**config.mk**
```make
export PLATFORM = sky130hd
export DESIGN_NAME = esc_status_logic
export DESIGN_NICKNAME = d
export VERILOG_FILES = /design/src/verilog/esc_pkg.sv /design/src/verilog/esc_status_logic.sv
export VERILOG_INCLUDE_DIRS = /design/src /design/src/verilog
export SDC_FILE = /design/constraint.sdc
export NUM_CORES = 1
export LEC_CHECK = 0
export BUFFER_PORTS_ARGS = -buffer_cell sky130_fd_sc_hd__buf_2
export CAP_MARGIN = 0
export CORE_MARGIN = 5
export CORE_UTILIZATION = 29
export CTS_CLUSTER_DIAMETER = 100
export DETAILED_ROUTE_END_ITERATION = 10
export GPL_ROUTABILITY_DRIVEN = 0
export PLACE_DENSITY_LB_ADDON = 0.25
export SLEW_MARGIN = 20
export SYNTH_ARGS = -nofsm -noshare
export SYNTH_HDL_FRONTEND = slang
export SYNTH_SLANG_ARGS = --single-unit
```
**constraint.sdc**
```tcl
create_clock -name core_clk_in -period 2.5 [get_ports core_clk_in]
set_input_delay 0.5 -clock core_clk_in [delete_from_list [all_inputs] [get_ports core_clk_in]]
set_output_delay 0.5 -clock core_clk_in [all_outputs]
set_load 0.03 [all_outputs]
```
**src/verilog/esc_consts.svh**
```systemverilog
// esc_consts.svh: status codes, protection code and command byte for the status logic
// assumes inclusion by esc_status_logic only
`ifndef ESC_CONSTS_SVH
`define ESC_CONSTS_SVH
`define ESC_ST_OK 8'h00
`define ESC_ST_ALIGN 8'h01
`define ESC_ST_OFFSET 8'h02
`define ESC_ST_PART 8'h03
`define ESC_ST_ALIM 8'h04
`define ESC_ST_IBUS 8'h05
`define ESC_ST_ICSUM 8'h06
`define ESC_ST_WDOG 8'h07
`define ESC_ST_PARITY 8'h09
`define ESC_ST_FCSUM 8'h0A
`define ESC_ST_UNKCMD 8'h0B
`define ESC_ST_LEN 8'h0C
`define ESC_ST_ARG 8'h0D
`define ESC_ST_WPROT 8'h0E
`define ESC_ST_CODE 8'h0F
`define ESC_ST_RESIZE 8'h10
`define ESC_ST_ADDR 8'h11
`define ESC_ST_NOFIELD 8'h12
`define ESC_ST_ANAMON 8'h1C
`define ESC_ST_CURR 8'h1D
`define ESC_ST_SPEED 8'h1F
`define ESC_CODE0_RESET 8'h55
`define ESC_CMD_STATUS 8'h50
`endif

```
**src/verilog/esc_pkg.sv**
```systemverilog
// esc_pkg: types for the encoder status code logic
// assumes the constants header is available on the include path
package esc_pkg;
    typedef logic [7:0] esc_byte_t;
    typedef enum logic [0:0] {
        ESC_IDLE = 1'b0,
        ESC_ANSWER = 1'b1
    } esc_state_t;
endpackage : esc_pkg

```
**src/verilog/esc_status_logic.sv**
```systemverilog
// esc_status_logic: picks one status byte from fault events and answers status reads
// assumes all event inputs are one-cycle pulses or levels synchronous to core_clk_in
// Function
// [RULE1] no fault present gives status 00h
// [RULE2] initialization faults give 01h to 06h by cause
// [RULE3] supervision restart reports 07h afterwards
// [RULE4] parity error gives 09h, frame checksum error gives 0Ah
// [RULE5] unknown command gives 0Bh, wrong data count gives 0Ch
// [RULE6] argument outside allowed set gives 0Dh
// [RULE7] write to protected field is refused, status 0Eh
// [RULE8] wrong access code gives 0Fh, failed resize gives 10h
// [RULE9] word address beyond field is rejected, status 11h
// [RULE10] access to missing field is rejected, status 12h
// [RULE11] speed too high for position gives 1Fh
// [RULE12] analog signal monitoring violation gives 1Ch
// [RULE13] transmitter current critical or work memory error gives 1Dh
// [RULE14] protection code byte holds 55h as delivered
// [RULE15] latest status held and returned on status read command
`timescale 1ns/1ps
`include "esc_consts.svh"
module esc_status_logic
    import esc_pkg::*;
(
    input wire logic core_clk_in,
    input wire logic resetn_in,

    // initialization fault events
    input wire logic init_align_err_in,
    input wire logic init_offset_err_in,
    input wire logic init_part_err_in,
    input wire logic init_alim_err_in,
    input wire logic init_ibus_err_in,
    input wire logic init_csum_err_in,

    // protocol and command events
    input wire logic wdog_restart_in,
    input wire logic parity_err_in,
    input wire logic frame_csum_err_in,
    input wire logic cmd_valid_in,
    input wire logic [7:0] cmd_byte_in,
    input wire logic cmd_known_in,
    input wire logic len_err_in,
    input wire logic arg_err_in,

    // data field access events
    input wire logic wr_req_in,
    input wire logic field_wprot_in,
    input wire logic code_valid_in,
    input wire logic [7:0] code_in,
    input wire logic code_load_in,
    input wire logic resize_fail_in,
    input wire logic addr_out_of_field_in,
    input wire logic field_missing_in,

    // position and monitoring events
    input wire logic overspeed_in,
    input wire logic analog_mon_err_in,
    input wire logic tx_current_crit_in,
    input wire logic work_mem_err_in,

    // status housekeeping
    input wire logic status_clear_in,

    // registered results, each straight from a flip-flop
    output logic [7:0] status_out,
    output logic status_valid_out,
    output logic [7:0] status_reply_out,
    output logic wr_refused_out,
    output logic access_reject_out,
    output logic [7:0] code0_out
);
    esc_byte_t status_r;
    esc_byte_t status_nxt;
    esc_byte_t code0_r;
    esc_byte_t reply_r;
    esc_byte_t init_code;
    esc_byte_t proto_code;
    esc_byte_t data_code;
    esc_byte_t sev_code;
    esc_state_t state_r;
    esc_state_t state_nxt;
    logic valid_r;
    logic refuse_r;
    logic reject_r;

    // initialization causes
    wire hit_align = init_align_err_in; // see [RULE2]
    wire hit_offset = init_offset_err_in; // see [RULE2]
    wire hit_part = init_part_err_in; // see [RULE2]
    wire hit_alim = init_alim_err_in; // see [RULE2]
    wire hit_ibus = init_ibus_err_in; // see [RULE2]
    wire hit_icsum = init_csum_err_in; // see [RULE2]

    // protocol causes
    wire hit_wdog = wdog_restart_in; // see [RULE3]
    wire hit_parity = parity_err_in; // see [RULE4]
    wire hit_fcsum = frame_csum_err_in; // see [RULE4]
    wire hit_unkcmd = cmd_valid_in && !cmd_known_in; // see [RULE5]
    wire hit_len = len_err_in; // see [RULE5]
    wire hit_arg = arg_err_in; // see [RULE6]

    // data field causes; a code mismatch only counts when a code is supplied
    wire hit_wprot = wr_req_in && field_wprot_in; // see [RULE7]
    wire hit_code = code_valid_in && (code_in != code0_r); // see [RULE8]
    wire hit_resize = resize_fail_in; // see [RULE8]
    wire hit_addr = addr_out_of_field_in; // see [RULE9]
    wire hit_nofield = field_missing_in; // see [RULE10]

    // position and monitoring causes
    wire hit_anamon = analog_mon_err_in; // see [RULE12]
    wire hit_curr = tx_current_crit_in || work_mem_err_in; // see [RULE13]
    wire hit_speed = overspeed_in; // see [RULE11]

    // command decode and side outputs
    wire status_rd = cmd_valid_in && cmd_known_in && (cmd_byte_in == `ESC_CMD_STATUS);
    wire reject_now = hit_addr || hit_nofield; // see [RULE9] see [RULE10]
    wire code_load_ok = code_load_in && code_valid_in && !hit_code;

    // one flag per group lets the final chain rank groups, not single causes
    wire init_any = hit_align || hit_offset || hit_part || hit_alim || hit_ibus || hit_icsum;
    wire proto_any = hit_wdog || hit_parity || hit_fcsum || hit_unkcmd || hit_len || hit_arg;
    wire data_any = hit_wprot || hit_code || hit_resize || hit_addr || hit_nofield;
    wire sev_any = hit_anamon || hit_curr || hit_speed;

    // within a group the later cause wins
    always_comb begin
        init_code = `ESC_ST_OK;
        if (hit_align) begin
            init_code = `ESC_ST_ALIGN; // see [RULE2]
        end
        if (hit_offset) begin
            init_code = `ESC_ST_OFFSET; // see [RULE2]
        end
        if (hit_part) begin
            init_code = `ESC_ST_PART; // see [RULE2]
        end
        if (hit_alim) begin
            init_code = `ESC_ST_ALIM; // see [RULE2]
        end
        if (hit_ibus) begin
            init_code = `ESC_ST_IBUS; // see [RULE2]
        end
        if (hit_icsum) begin
            init_code = `ESC_ST_ICSUM; // see [RULE2]
        end
    end

    always_comb begin
        proto_code = `ESC_ST_OK;
        if (hit_wdog) begin
            proto_code = `ESC_ST_WDOG; // see [RULE3]
        end
        if (hit_parity) begin
            proto_code = `ESC_ST_PARITY; // see [RULE4]
        end
        if (hit_fcsum) begin
            proto_code = `ESC_ST_FCSUM; // see [RULE4]
        end
        if (hit_unkcmd) begin
            proto_code = `ESC_ST_UNKCMD; // see [RULE5]
        end
        if (hit_len) begin
            proto_code = `ESC_ST_LEN; // see [RULE5]
        end
        if (hit_arg) begin
            proto_code = `ESC_ST_ARG; // see [RULE6]
        end
    end

    always_comb begin
        data_code = `ESC_ST_OK;
        if (hit_wprot) begin
            data_code = `ESC_ST_WPROT; // see [RULE7]
        end
        if (hit_code) begin
            data_code = `ESC_ST_CODE; // see [RULE8]
        end
        if (hit_resize) begin
            data_code = `ESC_ST_RESIZE; // see [RULE8]
        end
        if (hit_addr) begin
            data_code = `ESC_ST_ADDR; // see [RULE9]
        end
        if (hit_nofield) begin
            data_code = `ESC_ST_NOFIELD; // see [RULE10]
        end
    end

    always_comb begin
        sev_code = `ESC_ST_OK;
        if (hit_anamon) begin
            sev_code = `ESC_ST_ANAMON; // see [RULE12]
        end
        if (hit_curr) begin
            sev_code = `ESC_ST_CURR; // see [RULE13]
        end
        if (hit_speed) begin
            sev_code = `ESC_ST_SPEED; // see [RULE11]
        end
    end

    // groups rank init, protocol, data, then position and monitoring; a clear in
    // the same cycle as any event loses, so a clear never drops a fault raised in its own cycle
    always_comb begin
        status_nxt = status_r;
        if (status_clear_in) begin
            status_nxt = `ESC_ST_OK; // see [RULE1]
        end
        if (init_any) begin
            status_nxt = init_code; // see [RULE2]
        end
        if (proto_any) begin
            status_nxt = proto_code; // see [RULE3] see [RULE4] see [RULE5] see [RULE6]
        end
        if (data_any) begin
            status_nxt = data_code; // see [RULE7] see [RULE8] see [RULE9] see [RULE10]
        end
        if (sev_any) begin
            status_nxt = sev_code; // see [RULE11] see [RULE12] see [RULE13]
        end
    end

    // a read in the answer cycle is answered again, so reads may come back to back
    always_comb begin
        state_nxt = ESC_IDLE;
        case (state_r)
            ESC_IDLE: begin
                if (status_rd) begin
                    state_nxt = ESC_ANSWER;
                end
            end
            ESC_ANSWER: begin
                if (status_rd) begin
                    state_nxt = ESC_ANSWER;
                end
            end
            default: begin
                state_nxt = ESC_IDLE;
            end
        endcase
    end

    always_ff @(posedge core_clk_in or negedge resetn_in) begin
        if (!resetn_in) begin
            status_r <= `ESC_ST_OK; // see [RULE1]
        end else begin
            status_r <= status_nxt; // see [RULE15]
        end
    end

    always_ff @(posedge core_clk_in or negedge resetn_in) begin
        if (!resetn_in) begin
            state_r <= ESC_IDLE;
        end else begin
            state_r <= state_nxt;
        end
    end

    // valid has its own flop so the output needs no decode after the register
    always_ff @(posedge core_clk_in or negedge resetn_in) begin
        if (!resetn_in) begin
            valid_r <= 1'b0;
        end else begin
            valid_r <= (state_nxt == ESC_ANSWER); // see [RULE15]
        end
    end

    // reply carries the status held before this read's own cycle
    always_ff @(posedge core_clk_in or negedge resetn_in) begin
        if (!resetn_in) begin
            reply_r <= `ESC_ST_OK;
        end else if (status_rd) begin
            reply_r <= status_r; // see [RULE15]
        end
    end

    always_ff @(posedge core_clk_in or negedge resetn_in) begin
        if (!resetn_in) begin
            refuse_r <= 1'b0;
        end else begin
            refuse_r <= hit_wprot; // see [RULE7]
        end
    end

    always_ff @(posedge core_clk_in or negedge resetn_in) begin
        if (!resetn_in) begin
            reject_r <= 1'b0;
        end else begin
            reject_r <= reject_now; // see [RULE9] see [RULE10]
        end
    end

    // protection code; a load is only honoured when code_in equals the stored code,
    // so a stray load can never unlock the critical parameters
    always_ff @(posedge core_clk_in or negedge resetn_in) begin
        if (!resetn_in) begin
            code0_r <= `ESC_CODE0_RESET; // see [RULE14]
        end else if (code_load_ok) begin
            code0_r <= code_in;
        end
    end

    assign status_out = status_r;
    assign status_valid_out = valid_r;
    assign status_reply_out = reply_r;
    assign wr_refused_out = refuse_r;
    assign access_reject_out = reject_r;
    assign code0_out = code0_r;
endmodule : esc_status_logic

```
==> Word-level counts from Yosys, hierarchy flattened <==
Cells that the tools add are included.
{ "classes": {"n_addsub": 0, "div_mod_pow": 0, "shifts": 0, "multipliers": 0, "n_bitwise": 0, "n_mux": 26, "n_reduce_logical": 28, "order_cmp": 0, "n_eq_ne": 2} }
{ "op_table": {"columns": ["operator", "n"], "rows": [
  ["2-to-1 mux 8 bit", 14],
  ["logical OR 1 bit", 18],
  ["2-to-1 mux 3 bit", 4],
  ["2-to-1 mux 4 bit", 3],
  ["equality test 8 x 7 -> 1 bit, second input constant", 1],
  ["!= test 8 bit", 1],
  ["logical AND 1 bit", 7],
  ["2-to-1 mux 5 bit", 1],
  ["nonzero test 5 bit", 1],
  ["2-to-1 mux 2 bit", 2],
  ["zero test 1 bit", 2],
  ["2-to-1 mux 1 bit", 2]
]} }
{ "totals": {"ramBits": 0, "ff_bits": 27, "latchBits": 0, "rom_bits": 0, "wordCells": 62, "in_bits": 43, "memories": 0} }

==> Longest topological paths before layout <==
Gate-level depths: netlist of the first run.
{ "depth": {"ltp_word": 10, "mapped_depth": 6, "depth_no_buf": 6} }

==> Worst setup path after synthesis of the first run <==
OpenSTA, ideal clock, no wires.
{ "synth_timing": {"path_kind": "input port to flip-flop", "from": "in cmd_valid_in", "to": "reg status_r[0] (netlist: status_out[0])", "required_time_ns": 2.375, "cell_stages": 6, "n_path_buf": 0, "t_arrival_ns": 1.906, "path_slack_ns": 0.469, "path_cell_list": "nor2b_4 or4b_4 a211o_1 a311oi_1 o21ai_1 mux2_4"} }
{ "synth_between": {"elab_chain_cells": 7} }
{ "synth_rtl": {"columns": ["item", "line", "source"], "rows": [
  ["from (decl)", "esc_status_logic.sv:39", "input wire logic cmd_valid_in,"],
  ["logical AND 1 bit (*)", "esc_status_logic.sv:98", "wire hit_unkcmd = cmd_valid_in && !cmd_known_in;"],
  ["2-to-1 mux 8 bit or logical OR 1 bit (tied branches)", "esc_status_logic.sv:159, esc_status_logic.sv:121", null],
  ["2-to-1 mux 8 bit or logical OR 1 bit (tied branches)", "esc_status_logic.sv:162, esc_status_logic.sv:121", null],
  ["2-to-1 mux 8 bit or logical OR 1 bit (tied branches)", "esc_status_logic.sv:165, esc_status_logic.sv:121", null],
  ["2-to-1 mux 8 bit", "esc_status_logic.sv:212", "if (proto_any) begin"],
  ["2-to-1 mux 8 bit", "esc_status_logic.sv:215", "if (data_any) begin"],
  ["2-to-1 mux 8 bit", "esc_status_logic.sv:218", "if (sev_any) begin"],
  ["to (signal assigned)", "esc_status_logic.sv:245", "status_r <= `ESC_ST_OK;"],
  ["to (signal assigned)", "esc_status_logic.sv:247", "status_r <= status_nxt;"],
  ["to (decl)", "esc_status_logic.sv:72", "esc_byte_t status_r;"]
]} }
Every way passes the cells marked *; elsewhere a longest branch is shown, timed or not.
A chain may end at the register's enable or synchronous reset.

==> Final worst setup path of the first run <==
{ "layout_timing": {"from": "reg code0_r[2] (netlist: code0_out[2])", "to": "reg status_r[1] (netlist: status_out[1])"} }
{ "layout_between": {"elab_chain_cells": 8} }
{ "layout_rtl": {"columns": ["item", "line", "source"], "rows": [
  ["from (decl)", "esc_status_logic.sv:74", "esc_byte_t code0_r;"],
  ["from (signal assigned)", "esc_status_logic.sv:297", "code0_r <= `ESC_CODE0_RESET;"],
  ["from (signal assigned)", "esc_status_logic.sv:299", "code0_r <= code_in;"],
  ["!= test 8 bit (*)", "esc_status_logic.sv:104", "wire hit_code = code_valid_in && (code_in != code0_r);"],
  ["logical AND 1 bit (*)", "esc_status_logic.sv:104", null],
  ["2-to-1 mux 8 bit or logical OR 1 bit (tied branches)", "esc_status_logic.sv:175, esc_status_logic.sv:122", null],
  ["2-to-1 mux 8 bit or logical OR 1 bit (tied branches)", "esc_status_logic.sv:178, esc_status_logic.sv:122", null],
  ["2-to-1 mux 8 bit or logical OR 1 bit (tied branches)", "esc_status_logic.sv:181, esc_status_logic.sv:122", null],
  ["2-to-1 mux 8 bit or logical OR 1 bit (tied branches)", "esc_status_logic.sv:184, esc_status_logic.sv:122", null],
  ["2-to-1 mux 8 bit", "esc_status_logic.sv:215", null],
  ["2-to-1 mux 8 bit", "esc_status_logic.sv:218", null]
]} }
Marked as above.

==> key figures, run 1 <==
Status
  – Outcome: completed

Logic synthesis
  – Post-synth top area cell: dfrtp_1
  – Mapped Cells: 115
  – Seq/Total Area, Yosys: 48.6%
  – Yosys Warn Count: 0
  – Number of flops mapped to enable cells by yosys: 0
  – Post-synth top area share: 38.9%
  – Mean area per synthesized cell: 9.50 sq um
  – Most used flip-flop cell after synthesis: dfrtp_1
  – Most frequent cell after synthesis: nand2_1
  – Area contributors post-synth: dfrtp_1 (39%), dfstp_2 (9.6%), nand2_1 (6.9%)
  – Synthesized area: 0.00109 sq mm
  – Async SR Flop Fraction: 100%
  – Most frequent cells after synthesis: nand2_1 (20), dfrtp_1 (17), clkbuf_1 (8), nor2_1 (8), xor2_1 (8)
  – Post-synthesis register bit count: 21
  – Distinct cells, synth: 31

Global route
  – Initial antenna violation count: 0
  – Overall Global Routing Usage: 10.1%
  – Met2 usage: 17.8%
  – Met1 usage: 12.1%
  – First-pass GRT wire length: 4.13 mm
  – GR peak layer: met2
  – Gr ovfl total: 0
  – Vias in the first global route: 988
  – M3 GR Usage: 3.09%
  – Largest net degree at the start of global routing: 22

Route
  – Overall routed net length: 2.59 mm
  – DR vias/cell: 4.41
  – ANT nets after route: 0
  – Via count: 974
  – DRC violations left: 0
  – Initial DRC Count: 19
  – First-pass DRT Iterations: 4
  – Drt wl/cell: 11.7 um

Floorplanning
  – Die ar.: 0.00509 sq mm
  – Effective utilization at floorplan: 29.8%
  – Chip Height: 71.4 um
  – Die X: 71.4 um
  – Io pins: 70
  – Core area: 0.00366 sq mm
  – Row cnt: 22

Timing
  – Final setup fails: 0
  – Slew Limit Headroom: 59.0%
  – Post-route setup TNS: 0 ns
  – Final Hold Viols: 0
  – Clock skew: 0.00324 ns
  – Final worst setup slack: 0.386 ns
  – RSZ-0062 raised after global routing: no
  – Worst slew pin tran: 0.610 ns
  – Max Freq: 0.473 GHz
  – Final Max Slew Viols: 0
  – Fin crit period: 2.11 ns
  – Final period utilization: 84.6%

Final layout
  – Multi-input gate area: 487 sq um
  – Layout area overhead: 33.9%
  – Post-Layout Cell Count: 221
  – Post-layout util: 40.0%
  – Share of cells above drive strength 1: 46.2%
  – Register area: 531 sq um
  – Diode count: 0
  – Fillers: 388
  – Final Cell Area: 0.00146 sq mm
  – Layout Nets: 217

Power
  – Leakage dissipation: 0.771 nW
  – Cell Pwr Density: 472 mW/mm^2
  – Peak supply drop: 0.228 mV

Worst setup path
  – Slowest cell on the critical path: dfstp_2
  – Worst R2R Start: code0_out[2]$_DFFE_PN1P_
  – Critical path's largest stage delay: 0.55 ns
  – CP Launch Type: flip-flop
  – Crit end category: flip-flop
  – Required @ worst endpoint: 2.64 ns
  – Critical path class: reg2reg
  – Worst setup startpoint: code0_out[2]$_DFFE_PN1P_
  – Worst Path Max Fanout: 4
  – Worst reg-to-reg path cell count: 6
  – Worst Path Arrival: 2.26 ns
  – Crit-path cells: xor2_1, nor4_1, a21boi_0, a2111oi_0, o21bai_1, mux2_2

Clocking
  – Post-CTS Setup Bufs: 0
  – Clock Sinks: 21
  – H-Tree Depth: 1
  – Root Driver: clkbuf_8
  – Reg clk slew, reported paths: 0.08 ns
  – # resized after CTS: 0
  – Cts-stage hold buffer count: 0
  – TritonCTS clock tree: done
  – Clock buffer depth: 2
  – Num CTS Buffers: 3
  – Skew-Pair Late Insertion Delay: 0.26 ns

Placement
  – Detailed Place HPWL: 2.21 mm
  – Post-Place Cell Area: 0.00141 sq mm
  – Placed insts: 217
  – Post-Place Worst Slack: 0.237 ns
  – Port Buffers: 62

Worst hold path
  – Class of the worst hold path: in2async

Job
  – Max Cap Viol: 0
[metrics by stage]
stage | hold slack [ns] | total power [W]
after floorplan | 0.204 | 0.000423
after global placement | 0.370 | 0.000475
after detailed placement | 0.372 | 0.000478
after CTS | 0.190 | 0.000698
after global routing | 0.215 | 0.000728
final | 0.177 | 0.000690
[worst paths after layout]
check / to / slack (ns)
min reg2reg: code0_out[6]$_DFFE_PN1P_ / 0.38
max reg2reg: status_out[1]$_DFFE_PN0P_ / 0.39
min in group core_clk_in: code0_out[6]$_DFFE_PN1P_ / 0.38
min: code0_out[3]$_DFFE_PN0P_ / 0.18
max in group asynchronous: code0_out[4]$_DFFE_PN1P_ / 1.99
max: status_out[1]$_DFFE_PN0P_ / 0.39
[cells by family (layout without fill, tap and decap cells)]
kind of cell	count (synthesis)	in the layout	share of synthesized area, %
AND/OR/NAND/NOR	45	45	21.1
flip-flops	21	21	48.6
buffers and inverters	19	72	8.59
AO/OA/AOI/OAI	18	18	11.6
XOR/XNOR	8	8	6.41
multiplexers	3	3	3.44
other	1	6	0.343
[per-layer routing]
| layer | vias up | routed length, um |
|---|---|---|
| li1 | 495 | - |
| met1 | 431 | 1120 |
| met2 | 44 | 1230 |
| met3 | 4 | 215 |
| met4 | 0 | 15 |
| met5 | - | 0 |
[flip-flops by register name, indices dropped and copies added (netlist names)]
register / cells
wr_refused_out: 1
status_valid_out: 1
access_reject_out: 1
status_reply_out: 5
status_out: 5
code0_out: 8
[worst max-delay path, delay by kind of cell, from the launching register on]
kind	cells	cell delay (ns)
compound gates	3	0.85
xor+xnor	1	0.07
flops	1	0.55
mux	1	0.27
simple gates	1	0.27
[where the power goes]
part | switching (W) | total, W | leakage, nW | internal, W
Sequential | 0.00000379 | 0.000351 | 0.251 | 0.000347
Combinational | 0.0000725 | 0.000120 | 0.498 | 0.0000476
Clock | 0.000107 | 0.000219 | 0.0217 | 0.000112
[final cells by class]
class,count,share of cell area [%]
sequential,21,36.3
inverter,5,1.28
multi-input combinational,80,33.3
clock inverter,1,0.513
timing repair buffer,63,21.7
clock buffer,3,2.82
tap,48,4.11
[placed cells by master, fill, tap and decap left out, types with 2 or more instances in the layout]
cell type | Yosys | final
a21oi_1 | 2 | 2
a311oi_1 | 2 | 2
buf_2 | 0 | 62
clkbuf_8 | 0 | 3
conb_1 | 1 | 6
dfrtp_1 | 17 | 17
dfstp_2 | 4 | 4
inv_1 | 5 | 5
mux2_2 | 2 | 2
nand2_1 | 20 | 20
nand4_1 | 2 | 2
nor2_1 | 8 | 8
nor3_1 | 3 | 3
nor4_1 | 5 | 5
o21ai_0 | 4 | 4
o21bai_1 | 2 | 2
o41ai_1 | 2 | 2
or2_2 | 2 | 2
xor2_1 | 8 | 8
Power figures use the tool's default switching activity.
==> run 2: changes to the inputs <==
clock period = 1.9 ns   (was 2.5 ns; I/O delays follow)
==> run 2 against run 1 <==
Compared with the run above: non-clock buffer count up 16; clock skew shrank 0.00090 ns; combinational power rose by 50%; critical endpoint is now status_out[0]$_DFFE_PN0P_; die area unchanged; worst setup slack worse by 0.32 ns; power up 33%; flip-flop and latch count stayed put; largest power group unchanged; sequential share of layout area decreased by 3.6 points.
==> key figures, run 2 (same netlist as run 1, synthesis figures left out) <==
Floorplanning
  – Die ar.: 0.00509 sq mm
  – Io pins: 70
  – Chip Height: 71.4 um
  – Die X: 71.4 um
  – Core area: 0.00366 sq mm
  – Effective utilization at floorplan: 29.8%
  – Row cnt: 22

Timing
  – Fin crit period: 1.84 ns
  – Clock skew: 0.00234 ns
  – Final period utilization: 96.6%
  – Min Hold Slack: 0.0654 ns
  – Final Hold Viols: 0
  – Post-route setup TNS: 0 ns
  – Final Max Slew Viols: 0
  – Max Freq: 0.545 GHz
  – Final setup fails: 0

Worst setup path
  – Worst reg-to-reg path cell count: 6
  – Required @ worst endpoint: 2.04 ns
  – Worst setup startpoint: code0_out[4]$_DFFE_PN1P_
  – Worst R2R Start: code0_out[4]$_DFFE_PN1P_
  – Slowest cell on the critical path: dfstp_2
  – Critical path class: reg2reg
  – Reg-to-Reg End: status_out[0]$_DFFE_PN0P_
  – Worst Path Arrival: 1.97 ns
  – Internal reg-to-reg setup slack: 0.06 ns
  – Worst Path Max Fanout: 4
  – Critical path's largest stage delay: 0.54 ns
  – Crit-path cells: xor2_1, nor4_2, a21boi_2, a311oi_1, o21ai_1, mux2_4
  – CP Launch Type: flip-flop
  – Crit end category: flip-flop

Route
  – Drt wl/cell: 12.0 um
  – Initial DRC Count: 20
  – First-pass DRT Iterations: 4
  – ANT nets after route: 0
  – Via count: 1036
  – DR vias/cell: 4.37
  – DRC violations left: 0
  – Overall routed net length: 2.83 mm

Global route
  – Vias in the first global route: 1100
  – Initial antenna violation count: 0
  – Overall Global Routing Usage: 10.8%
  – First-pass GRT wire length: 4.57 mm
  – Gr ovfl total: 0
  – Largest net degree at the start of global routing: 22

Final layout
  – Final Cell Area: 0.00162 sq mm
  – Diode count: 0
  – Fillers: 373
  – Layout area overhead: 48.6%
  – Share of cells above drive strength 1: 52.9%
  – Register area: 531 sq um
  – Most frequent cells in the layout: buf_2 (62), nand2_1 (20), dfrtp_1 (17), buf_4 (17)
  – Layout Nets: 233
  – Multi-input gate area: 531 sq um
  – Commonest non-fill, non-tap cell in the layout: buf_2
  – Post-layout util: 44.3%
  – Max FFs per register: 8
  – Post-Layout Cell Count: 237

Clocking
  – Reg clk slew, reported paths: 0.07 ns
  – Num CTS Buffers: 3
  – Skew-Pair Late Insertion Delay: 0.25 ns
  – H-Tree Depth: 1
  – Clock buffer depth: 2
  – TritonCTS clock tree: done
  – Root Driver: clkbuf_8
  – Cts-stage hold buffer count: 0
  – Clock Sinks: 21

Power
  – Clock share of power: 29.8%
  – Psw: 0.000235 W
  – Switching share of total power: 25.6%
  – Leakage dissipation: 0.861 nW
  – Flop pwr share: 50.5%
  – Gate power share: 19.7%
  – Cell Pwr Density: 565 mW/mm^2
  – Peak supply drop: 0.259 mV
  – Cell internal pwr: 0.000682 W

Placement
  – Port Buffers: 62
  – Placed insts: 233
  – Detailed Place HPWL: 2.43 mm
  – Post-Place Cell Area: 0.00153 sq mm

Status
  – Outcome: completed

Worst hold path
  – Class of the worst hold path: in2async

Job
  – Max Cap Viol: 0
## run 2: per-stage QoR
stage,power (W),setup WS (ns)
after floorplan,0.000557,0.0147
after global placement,0.000636,-0.170
after detailed placement,0.000642,-0.214
after CTS,0.000922,0.0136
after global routing,0.000973,-0.00794
final,0.000916,0.0641
## run 2: final cells by class
type / instances / area share, %
inverter: 5 / 1.16
sequential: 21 / 32.7
multi-input combinational: 80 / 32.7
timing repair buffer: 79 / 27.0
clock buffer: 4 / 2.78
tap: 48 / 3.70
## run 2: power groups by stage
stage | Combinational (W) | Clock, W | Sequential, W
6_report | 0.000180 | 0.000273 | 0.000462
2_1_floorplan | 0.0000664 | 0 | 0.000491
4_1_cts | 0.000177 | 0.000283 | 0.000463
3_3_place_gp | 0.000166 | 0 | 0.000470
5_1_grt | 0.000197 | 0.000312 | 0.000464
3_5_place_dp | 0.000171 | 0 | 0.000471
## run 2: timing repair
action | CTS | global route
setup buffers | 0 | 0
resized for setup | 6 | 4
setup endpoints to repair | 4 | 4
pin swaps | 0 | 2
## run 2: how the worst max path moves through the flow
stage / cells after the start / end
finish: 6 / status_out[0]$_DFFE_PN0P_
global placement: 7 / status_out[0]$_DFFE_PN0P_
global route: 6 / status_out[0]$_DFFE_PN0P_
CTS: 6 / status_out[3]$_DFFE_PN0P_
detailed placement: 7 / status_out[1]$_DFFE_PN0P_
floorplan: 6 / status_out[3]$_DFFE_PN0P_
## run 2: worst max-delay path, delay by kind of cell, from the launching register on
| kind | cells | cell delay (ns) |
|---|---|---|
| AO/OA/AOI/OAI | 3 | 0.55 |
| XOR/XNOR | 1 | 0.07 |
| flip-flops | 1 | 0.54 |
| multiplexers | 1 | 0.26 |
| AND/OR/NAND/NOR | 1 | 0.31 |
## run 2: layer usage
| metal | global-route usage, % | vias up | routed length [um] |
|---|---|---|---|
| met5 | 0 | - | 0 |
| met4 | 1.25 | 0 | 0 |
| met3 | 2.66 | 0 | 244 |
| met2 | 20.7 | 42 | 1430 |
| met1 | 12.4 | 465 | 1160 |
| li1 | - | 529 | - |
==> run 3: changes to the inputs <==
==> constraint.sdc (replaced) <==
create_clock -name core_clk_in -period 1.9 [get_ports core_clk_in]
set_input_delay 0 -clock core_clk_in [delete_from_list [all_inputs] [get_ports core_clk_in]]
set_output_delay 0 -clock core_clk_in [all_outputs]
set_load 0.03 [all_outputs]
==> run 3 against run 2 <==
Compared with the run above: clock skew about the same; clock-buffer cell count fell by 1; final cell count is 4.6% lower; via count decreased by 2.5%; combinational power decreased by 8%; wire length down 3.1%; die area unchanged; critical path depth is the same.
==> key figures, run 3 (same netlist as run 1, synthesis figures left out) <==
Worst setup path
  – Required @ worst endpoint: 2.03 ns
  – Crit end category: flip-flop
  – CP Launch Type: flip-flop
  – Worst Path Max Fanout: 4
  – Top Family by Delay on Critical Path: simple AND/OR/NAND/NOR gates
  – Worst Path Buf+Inv: 0
  – Worst Path Arrival: 1.97 ns
  – Slowest cell on the critical path: dfstp_2
  – Crit-path cells: xor2_1, nor4_2, a21boi_2, or2_2, a311oi_2, o41ai_1
  – Critical path class: reg2reg
  – Critical path's largest stage delay: 0.54 ns

Global route
  – Vias in the first global route: 1014
  – Largest net degree at the start of global routing: 22
  – Gr ovfl total: 0
  – Initial antenna violation count: 0
  – Overall Global Routing Usage: 10.5%
  – First-pass GRT wire length: 4.37 mm

Timing
  – Final period utilization: 96.9%
  – Final Hold Viols: 0
  – Final worst setup slack: 0.0592 ns
  – RSZ-0062 raised after global routing: yes
  – Max Freq: 0.543 GHz
  – Worst slew pin tran: 0.596 ns
  – Fin crit period: 1.84 ns
  – Final Max Slew Viols: 0
  – Post-route setup TNS: 0 ns
  – Slew Limit Headroom: 59.9%
  – Final setup fails: 0
  – Clock skew: 0.00245 ns

Placement
  – Port Buffers: 62
  – Post-Place Cell Area: 0.00144 sq mm
  – Detailed Place HPWL: 2.34 mm
  – Post-Place Worst Slack: -0.0738 ns

Clocking
  – Clock buffer depth: 2
  – Reg clk slew, reported paths: 0.07 ns
  – Clock Sinks: 21
  – Num CTS Buffers: 3
  – H-Tree Depth: 1
  – Post-CTS Setup Bufs: 0
  – Skew-Pair Late Insertion Delay: 0.25 ns
  – TritonCTS clock tree: done
  – Root Driver: clkbuf_8

Status
  – Outcome: completed

Route
  – Met2 WL: 1.38 mm
  – Met3 wire length: 308 um
  – Via count: 1010
  – Overall routed net length: 2.75 mm
  – Initial DRC Count: 24
  – ANT nets after route: 0
  – M1 WL: 1.06 mm
  – DR vias/cell: 4.47
  – Drt wl/cell: 12.2 um
  – First-pass DRT Iterations: 4
  – Highest metal used: met3
  – DRC violations left: 0

Power
  – Cell Pwr Density: 593 mW/mm^2
  – Clock share of power: 30.5%
  – Switching share of total power: 26.0%
  – Cell internal pwr: 0.000670 W
  – Flop pwr share: 51.2%
  – Psw: 0.000235 W
  – Peak supply drop: 0.266 mV
  – Gate power share: 18.4%
  – Leakage dissipation: 0.802 nW

Final layout
  – Layout Nets: 222
  – Most frequent cells in the layout: buf_2 (62), nand2_1 (20), dfrtp_1 (17)
  – Commonest non-fill, non-tap cell in the layout: buf_2
  – Final Cell Area: 0.00153 sq mm
  – Fillers: 375
  – Diode count: 0
  – Share of cells above drive strength 1: 48.9%
  – Layout area overhead: 39.6%
  – Max FFs per register: 8

Floorplanning
  – Row cnt: 22
  – Effective utilization at floorplan: 29.8%
  – Core area: 0.00366 sq mm
  – Io pins: 70
  – Die X: 71.4 um
  – Die ar.: 0.00509 sq mm
  – Chip Height: 71.4 um

Job
  – Max Cap Viol: 0

Worst hold path
  – Class of the worst hold path: in2reg
run 3: stage by stage:
stage          total power (W)  instances  hold slack, ns  util, %
6_report              0.000904        226          0.0125     41.7
5_1_grt               0.000958        226         0.00317     41.7
4_1_cts               0.000917        226         0.00396     41.4
3_5_place_dp          0.000630        220         -0.0271     39.2
3_3_place_gp          0.000626        220         -0.0316     39.2
2_1_floorplan         0.000557        120          -0.296        -
run 3: path summary, 6_finish.rpt:
path                            slack [ns]  depth (start not counted)                        end                      from
max in group asynchronous             1.34                          2   code0_out[0]$_DFFE_PN1P_                 resetn_in
worst min-delay path                  0.01                          2  status_out[3]$_DFFE_PN0P_      addr_out_of_field_in
worst max register to register        0.06                          6  status_out[3]$_DFFE_PN0P_  code0_out[2]$_DFFE_PN1P_
worst min register to register        0.38                          0   code0_out[6]$_DFFE_PN1P_  code0_out[6]$_DFFE_PN1P_
worst max-delay path                  0.06                          6  status_out[3]$_DFFE_PN0P_  code0_out[2]$_DFFE_PN1P_
min in group asynchronous             0.23                          2   code0_out[1]$_DFFE_PN0P_                 resetn_in
run 3: area by class of cell:
cell class / instances / area [sq um] / area share [%]
Sequential cell: 21 / 531 / 34.8
Tap cell: 48 / 60.1 / 3.94
Timing Repair Buffer: 68 / 360 / 23.6
Multi-Input combinational cell: 80 / 509 / 33.4
Clock buffer: 3 / 41.3 / 2.71
Clock inverter: 1 / 5.00 / 0.328
Inverter: 5 / 18.8 / 1.23
run 3: repair_timing:
item	4_1_cts	5_1_grt
pin swaps	0	1
hold endpoints to repair	18	0
gates resized for setup	4	2
hold buffers	2	0
setup endpoints to repair	3	3
run 3: metal layers:
| metal | GRT usage (%) | vias to the layer above |
|---|---|---|
| met4 | 1.88 | 0 |
| li1 | - | 507 |
| met5 | 0 | - |
| met2 | 19.6 | 48 |
| met3 | 3.37 | 0 |
| met1 | 11.8 | 455 |
run 3: power by group through the flow:
stage,Combinational [W],Sequential [W],Clock (W)
finish,0.000166,0.000463,0.000276
global route,0.000182,0.000464,0.000312
CTS,0.000165,0.000463,0.000289
detailed placement,0.000159,0.000471,0
global placement,0.000155,0.000470,0
floorplan,0.0000664,0.000491,0
run 3: worst register-to-register path: cells and delay by family, from the launching register on:
kind                      cells  cell delay, ns
AOI/OAI and AO/OA             3            0.48
and+or+nand+nor               2            0.65
xor gates and xnor gates      1            0.07
DFF                           1            0.54
